[src/design/spd_pkg.sv]
// Shared constants and types of the speed profile controller
package spd_pkg;
  localparam int          CLK_HZ       = 50000000;
  localparam int          TICK_US      = 1000;
  localparam int          TICK_DIV     = CLK_HZ / 1000000 * TICK_US;
  localparam int          LOCK_NOTE_MS = 1000;
  localparam int          LOCK_TICKS   = LOCK_NOTE_MS * 1000 / TICK_US;
  localparam int          PWR_OFF_S    = 60;
  localparam int          NSETS        = 4;
  localparam logic [12:0] SPD_MIN      = 13'h0032;
  localparam logic [12:0] SPD_MAX      = 13'h0FA0;
  localparam logic [12:0] SPD_RATED    = 13'h0BB8;
  localparam logic [12:0] SPD_DEF      = 13'h0032;
  localparam logic [7:0]  T_MIN        = 8'h01;
  localparam logic [7:0]  T_MAX        = 8'h96;
  localparam logic [7:0]  T_DIG_DEF    = 8'h05;
  localparam logic [7:0]  T_POT_DEF    = 8'h01;
  localparam logic [7:0]  HOLD_PCT     = 8'h32;
  localparam logic [7:0]  EXT_STOP_CD  = 8'h68;
  localparam int          FRAC         = 10;
  localparam int          TICKS_PER_T  = 100;
  // Register byte offsets
  localparam logic [7:0] A_CTRL  = 8'h00;
  localparam logic [7:0] A_LIMIT = 8'h04;
  localparam logic [7:0] A_CMD   = 8'h08;
  localparam logic [7:0] A_STAT  = 8'h0C;
  localparam logic [7:0] A_SPEED = 8'h10;
  localparam logic [7:0] A_ISTAT = 8'h14;
  localparam logic [7:0] A_IEN   = 8'h18;
  localparam logic [7:0] A_ICLR  = 8'h1C;
  localparam logic [7:0] A_SETSP = 8'h20;
  localparam logic [7:0] A_SETAC = 8'h30;
  localparam logic [7:0] A_SETDC = 8'h40;
  // Control bits, command bits and the upper limit field offset
  localparam int C_DIGITAL = 0;
  localparam int C_HOLD    = 1;
  localparam int C_LOCK    = 2;
  localparam int C_RUN     = 3;
  localparam int K_INIT    = 8;
  localparam int K_ACLR    = 9;
  localparam int LIM_UP    = 16;
  // Interrupt bits
  localparam int I_ALARM = 0;
  localparam int I_WARN  = 1;
  localparam int I_EXT   = 2;
  localparam int I_LOCK  = 3;
  localparam int I_REJ   = 4;
  localparam int NIRQ    = 5;
  typedef struct packed {
    logic [12:0] speed;
    logic [7:0]  acc;
    logic [7:0]  dec;
  } spd_set_t;
  typedef enum logic [1:0] {IT_SPEED, IT_ACC, IT_DEC, IT_INIT} spd_item_t;
  typedef enum {ST_RUN, ST_COAST, ST_BRAKE} spd_state_t;
endpackage

[src/design/spd_ctrl.sv]
// Speed profile controller with four data sets and APB registers
//
// Implementation choices: the APB interface to the registers and the address map.
`timescale 1ns/1ps
module spd_ctrl
  import spd_pkg::*;
#(
  parameter int TICK_CYC = spd_pkg::TICK_DIV
)(
  input  wire logic                    mclk,
  input  wire logic                    reset,
  input  wire logic                    psel,
  input  wire logic                    penable,
  input  wire logic                    pwrite,
  input  wire logic [7:0]              paddr,
  input  wire logic [31:0]             pwdata,
  output logic                         pready,
  output logic [31:0]                  prdata,
  output logic                         pslverr,
  input  wire logic                    data_select_bit0,
  input  wire logic                    data_select_bit1,
  input  wire logic                    dial_we,
  input  wire spd_pkg::spd_item_t      dial_item,
  input  wire logic [12:0]             dial_val,
  input  wire logic [7:0]              pot_acc,
  input  wire logic [7:0]              pot_dec,
  input  wire logic                    ext_stop,
  input  wire logic                    alarm_in,
  input  wire logic                    alarm_latch,
  input  wire logic [7:0]              alarm_code_in,
  input  wire logic                    warn_in,
  input  wire logic signed [7:0]       shaft_dev,
  output logic [12:0]                  speed_cmd,
  output logic                         drive_en,
  output logic                         brake,
  output logic signed [7:0]            hold_torque,
  output logic [7:0]                   alarm_code,
  output logic                         warning,
  output logic                         lock_notice_display,
  output logic                         irq
);
  // ----------------------------------------
  // Elaboration checks
  // ----------------------------------------
  // The tick needs at least two cycles so the divider can wrap
  if (TICK_CYC < 2)
  begin : g_bad_tick
    $error("TICK_CYC too small");
  end
  // The notice counter is 11 bits wide
  if (LOCK_TICKS > 2047)
  begin : g_bad_note
    $error("LOCK_TICKS does not fit the notice counter");
  end
  // The fixed-point command must hold the top speed
  if ((SPD_MAX << FRAC) > 24'h7FFFFF)
  begin : g_bad_frac
    $error("FRAC too large for the command register");
  end

  // ----------------------------------------
  // Registers
  // ----------------------------------------
  spd_set_t        set_r [NSETS];
  logic [3:0]      ctrl_r;
  logic [12:0]     lo_r;
  logic [12:0]     hi_r;
  logic [NIRQ-1:0] ist_r;
  logic [NIRQ-1:0] ien_r;
  logic [22:0]     cmd_r;
  logic [31:0]     div_r;
  logic [10:0]     note_r;
  logic [7:0]      acode_r;
  logic            alarm_r;
  logic            sticky_r;
  logic            ext_r;
  logic            warn_r;
  spd_state_t      st_r;
  spd_state_t      st_nxt;

  // ----------------------------------------
  // APB decode
  // ----------------------------------------
  wire         acc_p = psel & penable;
  wire         wr_p  = acc_p & pwrite;
  wire [1:0]   a_set = paddr[3:2];
  wire         in_sp = paddr[7:4] == A_SETSP[7:4];
  wire         in_ac = paddr[7:4] == A_SETAC[7:4];
  wire         in_dc = paddr[7:4] == A_SETDC[7:4];
  wire         in_gp = paddr[7:5] == 3'h0;
  wire         mapped = (in_sp | in_ac | in_dc | in_gp) & (paddr[1:0] == 2'h0);
  wire         w_ctrl = wr_p & (paddr == A_CTRL);
  wire         w_lim  = wr_p & (paddr == A_LIMIT);
  wire         w_cmd  = wr_p & (paddr == A_CMD);
  wire         w_ien  = wr_p & (paddr == A_IEN);
  wire         w_iclr = wr_p & (paddr == A_ICLR);
  wire         w_set  = wr_p & mapped & (in_sp | in_ac | in_dc);

  assign pready  = acc_p;
  assign pslverr = acc_p & ~mapped;

  // ----------------------------------------
  // Shared edit path: software first, dial when unlocked
  // ----------------------------------------
  wire [1:0]  act    = {data_select_bit1, data_select_bit0};
  wire        locked = ctrl_r[C_LOCK];
  wire        dial_ok = dial_we & ~locked & ~w_set;
  wire        dial_lk = dial_we & locked;
  wire        e_we   = w_set | dial_ok;
  wire [1:0]  e_set  = w_set ? a_set : act;
  wire [1:0]  e_item = w_set ? (in_sp ? IT_SPEED : in_ac ? IT_ACC : IT_DEC) : dial_item;
  wire [12:0] e_val  = w_set ? pwdata[12:0] : dial_val;
  wire        e_hi   = |e_val[12:8];
  wire [7:0]  e_t    = e_val[7:0];
  wire        sp_ok  = (e_val == 13'h0000) | ((e_val >= lo_r) & (e_val <= hi_r));
  wire        t_ok   = ~e_hi & (e_t >= T_MIN) & (e_t <= T_MAX);
  wire        e_init = e_we & (e_item == IT_INIT);
  wire        k_init = w_cmd & pwdata[K_INIT];
  wire        ok     = (e_item == IT_SPEED) ? sp_ok : (e_item == IT_INIT) | t_ok;
  wire        rej    = e_we & ~ok;
  wire        lim_ok = (pwdata[12:0] >= SPD_MIN) & (pwdata[LIM_UP+12:LIM_UP] <= SPD_MAX)
                     & (pwdata[12:0] <= pwdata[LIM_UP+12:LIM_UP]);

  // ----------------------------------------
  // Data sets
  // ----------------------------------------
  always_ff @(posedge mclk)
  begin
    for (int i = 0; i < NSETS; i++)
    begin
      if (reset)
      begin
        set_r[i] <= '{SPD_DEF, T_DIG_DEF, T_DIG_DEF};
      end
      else if ((k_init && pwdata[1:0] == i[1:0]) || (e_init && e_set == i[1:0]))
      begin
        set_r[i] <= '{SPD_DEF, T_DIG_DEF, T_DIG_DEF};
      end
      else if (e_we && ok && e_set == i[1:0])
      begin
        if (e_item == IT_SPEED) set_r[i].speed <= e_val;
        if (e_item == IT_ACC) set_r[i].acc <= e_t;
        if (e_item == IT_DEC) set_r[i].dec <= e_t;
      end
      else if (set_r[i].speed != 13'h0000 && set_r[i].speed > hi_r)
      begin
        set_r[i].speed <= hi_r;
      end
      else if (set_r[i].speed != 13'h0000 && set_r[i].speed < lo_r)
      begin
        set_r[i].speed <= lo_r;
      end
    end
  end

  // ----------------------------------------
  // Control and limits
  // ----------------------------------------
  always_ff @(posedge mclk)
  begin
    if (reset)
    begin
      ctrl_r <= 4'h0;
      lo_r   <= SPD_MIN;
      hi_r   <= SPD_MAX;
      ien_r  <= '0;
    end
    else
    begin
      if (w_ctrl) ctrl_r <= pwdata[3:0];
      if (w_lim && lim_ok) lo_r <= pwdata[12:0];
      if (w_lim && lim_ok) hi_r <= pwdata[LIM_UP+12:LIM_UP];
      if (w_ien) ien_r <= pwdata[NIRQ-1:0];
    end
  end

  // ----------------------------------------
  // Millisecond tick and lock notice
  // ----------------------------------------
  wire tick = div_r == TICK_CYC - 1;

  always_ff @(posedge mclk)
  begin
    if (reset || tick) div_r <= '0;
    else div_r <= div_r + 32'h1;
  end

  always_ff @(posedge mclk)
  begin
    if (reset) note_r <= '0;
    else if (dial_lk) note_r <= 11'(LOCK_TICKS);
    else if (tick && note_r != 11'h000) note_r <= note_r - 11'h001;
  end

  assign lock_notice_display = note_r != 11'h000;

  // ----------------------------------------
  // Alarms, warnings and external stop code
  // ----------------------------------------
  wire a_clr = w_cmd & pwdata[K_ACLR] & ~sticky_r & ~alarm_in;

  always_ff @(posedge mclk)
  begin
    if (reset)
    begin
      alarm_r  <= 1'b0;
      sticky_r <= 1'b0;
      acode_r  <= 8'h00;
      ext_r    <= 1'b0;
      warn_r   <= 1'b0;
    end
    else
    begin
      warn_r <= warn_in;
      if (alarm_in && !alarm_r)
      begin
        alarm_r  <= 1'b1;
        sticky_r <= alarm_latch;
        acode_r  <= alarm_code_in;
      end
      else if (a_clr)
      begin
        alarm_r <= 1'b0;
        acode_r <= 8'h00;
      end
      else if (ext_stop && !alarm_r)
      begin
        acode_r <= EXT_STOP_CD;
      end
      else if (!ext_stop && ext_r && !alarm_r)
      begin
        acode_r <= 8'h00;
      end
      ext_r <= ext_stop;
    end
  end

  // ----------------------------------------
  // Stop state
  // ----------------------------------------
  // Latching alarms keep the drive off until reset, which stands for the power cycle
  always_comb
  begin
    st_nxt = st_r;
    case (st_r)
      ST_RUN:
      begin
        if (alarm_in || alarm_r) st_nxt = ST_COAST;
        else if (ext_stop) st_nxt = ST_BRAKE;
      end
      ST_COAST:
      begin
        if (!alarm_r && !alarm_in) st_nxt = ST_RUN;
      end
      ST_BRAKE:
      begin
        if (alarm_in) st_nxt = ST_COAST;
        else if (!ext_stop && !ctrl_r[C_RUN]) st_nxt = ST_RUN;
      end
      default: st_nxt = ST_RUN;
    endcase
  end

  always_ff @(posedge mclk)
  begin
    if (reset) st_r <= ST_RUN;
    else st_r <= st_nxt;
  end

  assign alarm_code = acode_r;
  assign warning    = warn_r;

  // ----------------------------------------
  // Ramp generator
  // ----------------------------------------
  spd_set_t    cur;
  assign cur = set_r[act];
  wire         digital = ctrl_r[C_DIGITAL];
  wire         running = (st_r == ST_RUN) & ctrl_r[C_RUN];
  wire [12:0]  tgt     = running ? cur.speed : 13'h0000;
  wire [7:0]   pa      = (pot_acc < T_MIN) ? T_MIN : (pot_acc > T_MAX) ? T_MAX : pot_acc;
  wire [7:0]   pd      = (pot_dec < T_MIN) ? T_MIN : (pot_dec > T_MAX) ? T_MAX : pot_dec;
  wire [7:0]   ta      = digital ? cur.acc : pa;
  wire [7:0]   td      = digital ? cur.dec : pd;
  wire [12:0]  span    = digital ? cur.speed : SPD_RATED;
  wire [23:0]  span_f  = {11'h000, span} << FRAC;
  wire [23:0]  st_a    = span_f / (24'(ta) * 24'(TICKS_PER_T));
  wire [23:0]  st_d    = span_f / (24'(td) * 24'(TICKS_PER_T));
  wire [23:0]  stp_a   = (st_a == 24'h0) ? 24'h1 : st_a;
  wire [23:0]  stp_d   = (st_d == 24'h0) ? 24'h1 : st_d;
  wire [23:0]  cmd_w   = {1'b0, cmd_r};
  wire [23:0]  tgt_f   = {11'h000, tgt} << FRAC;
  wire [23:0]  up      = cmd_w + stp_a;
  wire [23:0]  dn      = (cmd_w > stp_d) ? cmd_w - stp_d : 24'h0;
  // Cleared on the edge that takes the stop, so a stopped drive never shows a stale command
  wire         stop_now = (st_r != ST_RUN) | (st_nxt != ST_RUN);

  always_ff @(posedge mclk)
  begin
    if (reset || stop_now) cmd_r <= '0;
    else if (tick && cmd_w < tgt_f) cmd_r <= (up > tgt_f) ? tgt_f[22:0] : up[22:0];
    else if (tick && cmd_w > tgt_f) cmd_r <= (dn < tgt_f) ? tgt_f[22:0] : dn[22:0];
  end

  // ----------------------------------------
  // Outputs
  // ----------------------------------------
  assign speed_cmd = cmd_r[22:FRAC];
  assign drive_en  = st_r == ST_RUN;
  assign brake     = st_r == ST_BRAKE;

  // ----------------------------------------
  // Holding torque
  // ----------------------------------------
  // Proportional to deviation, saturated at half rated so a held load cannot overdrive
  wire standstill = (cmd_r == 23'h0) & (st_r == ST_RUN);
  wire hold_on    = ctrl_r[C_HOLD] & standstill;
  wire signed [7:0] hmax = HOLD_PCT;
  wire signed [7:0] sat  = (shaft_dev > hmax) ? hmax : (shaft_dev < -hmax) ? -hmax : shaft_dev;
  assign hold_torque = hold_on ? sat : 8'sh00;

  // ----------------------------------------
  // Interrupts: set beats clear
  // ----------------------------------------
  wire [NIRQ-1:0] ev;
  assign ev[I_ALARM] = alarm_in & ~alarm_r;
  assign ev[I_WARN]  = warn_in & ~warn_r;
  assign ev[I_EXT]   = ext_stop & ~ext_r;
  assign ev[I_LOCK]  = dial_lk;
  assign ev[I_REJ]   = rej;

  always_ff @(posedge mclk)
  begin
    if (reset) ist_r <= '0;
    else ist_r <= ev | (ist_r & ~(w_iclr ? pwdata[NIRQ-1:0] : '0));
  end

  assign irq = |(ist_r & ien_r);

  // ----------------------------------------
  // Read mux
  // ----------------------------------------
  wire [31:0] stat_w = {8'h00, acode_r, 8'h00, 1'b0, sticky_r, alarm_r, warn_r,
                        lock_notice_display, brake, act};
  always_comb
  begin
    prdata = 32'h0;
    if (in_sp) prdata = {19'h0, set_r[a_set].speed};
    else if (in_ac) prdata = {24'h0, set_r[a_set].acc};
    else if (in_dc) prdata = {24'h0, set_r[a_set].dec};
    else if (paddr == A_CTRL) prdata = {28'h0, ctrl_r};
    else if (paddr == A_LIMIT) prdata = {3'h0, hi_r, 3'h0, lo_r};
    else if (paddr == A_STAT) prdata = stat_w;
    else if (paddr == A_SPEED) prdata = {19'h0, speed_cmd};
    else if (paddr == A_ISTAT) prdata = {27'h0, ist_r};
    else if (paddr == A_IEN) prdata = {27'h0, ien_r};
  end

endmodule // spd_ctrl

[config.mk]
export PLATFORM = sky130hd
export DESIGN_NAME = spd_ctrl
export DESIGN_NICKNAME = d
export VERILOG_FILES = /design/src/design/spd_pkg.sv /design/src/design/spd_ctrl.sv
export SDC_FILE = /design/constraint.sdc
export NUM_CORES = 2
export LEC_CHECK = 0
export ABC_AREA = 0
export BUFFER_PORTS_ARGS = -buffer_cell sky130_fd_sc_hd__buf_2
export CAP_MARGIN = 40
export CORE_ASPECT_RATIO = 1.1
export CORE_UTILIZATION = 40
export DETAILED_ROUTE_END_ITERATION = 6
export SLEW_MARGIN = 20
export SYNTH_ARGS = -nofsm -noshare
export SYNTH_HDL_FRONTEND = slang
export SYNTH_SLANG_ARGS = --single-unit
[constraint.sdc]
create_clock -name mclk -period 110.1 [get_ports mclk]
set_input_delay 0 -clock mclk [delete_from_list [all_inputs] [get_ports mclk]]
set_output_delay 0 -clock mclk [all_outputs]
set_load 0.005 [all_outputs]
==> metrics.md <==
| Metric | Value |
|---|---|
| Violated checks | DRC |
| Initial core utilization | 40.42% |
| Highest clock frequency the design can meet | 14.10 MHz |
| Die extent in x | 326.3 um |
| Routed met2 length | 75870 um |
| Clock latency on the worst-skew pair | 610 ps |
| Total number of vias | 47112 |
| Compound-gate portion of the synthesized area | 27.31% |
| Post-synthesis share of cell area spent on xor and xnor gates | 5.848% |
| Antenna violations before repair | 11 |
| WS Path Type | reg -> reg |
| Final hold viol count | 0 |
| Start of the worst register-to-register path | ctrl_r[0] |
| Nature of the critical path startpoint | flop |
| Hold path start | dial_val[8] |
| Clock tree from TritonCTS | built |
| Signed area change from the synthesized netlist to the final layout | 9.403% |
| Crit path top cell by count | sky130_fd_sc_hd__o21ai_0 |
| Ratio of routed vias to standard cells | 6.096 |
| Most frequent cells in the layout | sky130_fd_sc_hd__ha_1, sky130_fd_sc_hd__nor2_1, sky130_fd_sc_hd__nand2_1 |
| Post-CTS setup buffer count | 0 |
| Worst clock skew on the final layout | 38.09 ps |
| Topmost layer with routed signal wires | met5 |
| Post-detailed-route wirelength per cell | 20.49 um |
| Type of the worst min-delay path | in -> reg |
| Family with the most delay on the worst path | compound AO/OA/AOI/OAI gates |
| Vias in the first global route | 44576 |
| Outcome | complete, but fails checks |
| Post-synth ARST share | 0% |
| Clock root cell | sky130_fd_sc_hd__clkbuf_16 |
| DIE AREA | 117100 um^2 |
| Synthesized area per cell | 7.718 um^2 |
| Maximum capacitance violations | 0 |
| Worst R2R Path Depth | 299 |
| Arrival time of the worst setup path | 71410 ps |
| Cell at the slowest stage of the critical path | sky130_fd_sc_hd__a2111oi_0 |
| RSZ-0062 raised after global routing | false |
| Number of enable-type register cells in the synthesized netlist | 116 |
| Simple-gate area share of the yosys netlist | 22.28% |
| Total wire length | 158300 um |
| Warnings, synthesis | 0 |
| Worst rel slew slack | 37.57% |
| Combinational family with the most area after synthesis | compound AO/OA/AOI/OAI gates |
| Final setup TNS | 0 ps |
| Cells after Synth | 5996 |
| Mux contribution to synthesized area | 7.089% |
| Weighted congestion at the end of routability-driven global placement | 0.9321 |
| GR Overflow Total | 0 |
| Global-route wire length before repair | 244400 um |
| Hold Crit Depth | 4 |
| Mapped Area | 46280 um^2 |
| Tightest Pin Transition | 912.9 ps |
| Antenna Nets Post-Route | 0 |
| Crit. End Element | flop |
| Most frequent standard cell in the layout excluding fill and tap cells | sky130_fd_sc_hd__ha_1 |
| Number of rows in the core area | 130 |
| Clock transition at the register clock pins on the worst setup and hold paths after CTS | 70 ps |
| Nets | 6978 |
| Unique masters post-synth | 135 |
| Top_reg_cell synth | sky130_fd_sc_hd__dfxtp_1 |
| Length of routed wiring on met1 | 65880 um |
| Clock net sink count | 266 |
| Number of fillers in the final layout | 11730 |
| Max clock buf depth | 3 |
| Detail Route met3 WL | 8080 um |
| Number of pins with negative max-slew slack in the final report | 0 |
| Hold buffer count at cts | 64 |
| Number of search-and-repair iterations in the first detailed-routing pass | 7 |
| Post-CTS resize count | 0 |
| HPWL after detailed placement | 126600 um |
| Seq cells post-synth | 266 |
| Maximum number of pins on one net before global-route repair | 56 |
| Fraction of the mapped netlist area in adder cells | 19.01% |
| WP data required | 110560 ps |
| Post-route DRC | 1 |
| Number of clock buffers inserted by TritonCTS | 28 |
| Number of buffers added on ports | 154 |
| Sequential cell area fraction in the yosys report | 14.02% |
| Vertical die dimension | 358.7 um |
| GRT Total Usage | 25.92% |
| Count of buffer and inverter cells on the critical path | 24 |
| Std-Cell Core Area | 114500 um^2 |
| Largest fanout on the critical path | 34 |
| Critical path depth in cells | 299 |
| Worst path max stage delay | 740 ps |
| Number of violations reported at the end of detailed-routing iteration 0 | 3294 |
| Clock H-tree levels | 1 |
| Setup crit start | ctrl_r[0] |
| Share of the clock period used by the worst path after layout | 64.43% |
| Layout cells sized above 1 | 9.832% |
| Top-Level Pins | 167 |
| Number of endpoints failing setup at the final stage | 0 |
| Clock period minus worst slack | 70940 ps |
-- layer usage --
metal	vias to the layer above	GRT usage (%)
li1	22915	-
met1	22270	31.07
met2	1525	46.21
met4	12	13.19
met5	-	0
met3	390	2.224
-- worst paths after layout --
kind / slack [ps] / to
worst min register to register: 440 / note_r[10]
worst max register to register: 39160 / cmd_r[20]
worst min-delay path: 30 / set_r[3][24]
worst max-delay path: 39160 / cmd_r[20]
-- worst reg2reg max path: cells and delay by family, from the launching register on --
kind                       cells  cell delay [ps]
buffers and inverters         24             7040
AOI/OAI and AO/OA            167            36310
DFF                            1              570
muxes                          8             3170
adders and majority gates     29             9300
and+or+nand+nor               71            14450
-- Yosys cell counts (58+ instances only) --
cell type | instances | area, um^2
sky130_fd_sc_hd__mux2i_1 | 85 | 850.8
sky130_fd_sc_hd__xor2_1 | 112 | 980.9
sky130_fd_sc_hd__o211ai_1 | 70 | 525.5
sky130_fd_sc_hd__o21a_1 | 123 | 923.4
sky130_fd_sc_hd__nor2b_1 | 89 | 556.8
sky130_fd_sc_hd__nor4_1 | 62 | 387.9
sky130_fd_sc_hd__nand2b_1 | 109 | 681.9
sky130_fd_sc_hd__nor2_1 | 591 | 2218
sky130_fd_sc_hd__o31ai_1 | 77 | 578.1
sky130_fd_sc_hd__o21ai_0 | 372 | 1862
sky130_fd_sc_hd__nand3_1 | 153 | 765.7
sky130_fd_sc_hd__and2_1 | 62 | 387.9
sky130_fd_sc_hd__edfxtp_1 | 116 | 3483
sky130_fd_sc_hd__ha_1 | 687 | 8596
sky130_fd_sc_hd__nand2_1 | 497 | 1866
sky130_fd_sc_hd__a21oi_1 | 451 | 2257
sky130_fd_sc_hd__or3_1 | 58 | 362.9
sky130_fd_sc_hd__clkbuf_1 | 123 | 461.7
sky130_fd_sc_hd__nand4_1 | 98 | 613.1
sky130_fd_sc_hd__xnor2_1 | 197 | 1725
sky130_fd_sc_hd__inv_1 | 302 | 1134
sky130_fd_sc_hd__mux2_2 | 99 | 1115
sky130_fd_sc_hd__nor3_1 | 169 | 845.8
sky130_fd_sc_hd__dfxtp_1 | 150 | 3003
sky130_fd_sc_hd__a21o_1 | 184 | 1381
-- area by class of cell --
class                      count  area, um^2  share of cell area (%)
multi-input combinational   5255       37940                   74.93
sequential                   266        6487                   12.81
timing repair buffer         311        2143                   4.233
tap                         1518        1899                   3.751
inverter                     320        1206                   2.382
clock buffer                  31       742.0                   1.465
clock inverter                21       197.7                  0.3905
antenna                        6       15.01                 0.02965
-- state kept, by name, summed over array words and instances, names as in the netlist --
name / count
alarm_code: 8
alarm_r: 1
cmd_r: 23
ctrl_r: 4
div_r: 32
ext_r: 1
hi_r: 13
ien_r: 5
ist_r: 5
lo_r: 13
note_r: 11
set_r: 116
st_r: 32
sticky_r: 1
warning: 1
-- logic make-up (layout without fill, tap and decap cells) --
family          count (synthesis)  in the layout
compound gates               1869           1869
xor+xnor                      309            309
fa+ha+maj                     697            697
buf+inv                       512            683
flops                         266            266
mux                           246            246
other cells                     1             44
simple gates                 2096           2096
-- stage by stage --
stage / worst slack [ps] / cells / area [um^2] / utilization (%) / hold WS [ps]
2_1_floorplan: 50580 / 6033 / 46420 / - / 112.9
3_5_place_dp: 40200 / 7599 / 49000 / 42.79 / 229.9
4_1_cts: 39870 / 7715 / 50580 / 44.17 / 8.262
6_report: 39160 / 7728 / 50630 / 44.22 / 31.53
5_1_grt: 33690 / 7724 / 50620 / 44.21 / 48.84
3_3_place_gp: 40220 / 7586 / 48850 / 42.66 / 223.5
Power is not shown: default switching activity piles up to over one toggle a cycle in this logic, so the estimate is an artifact.
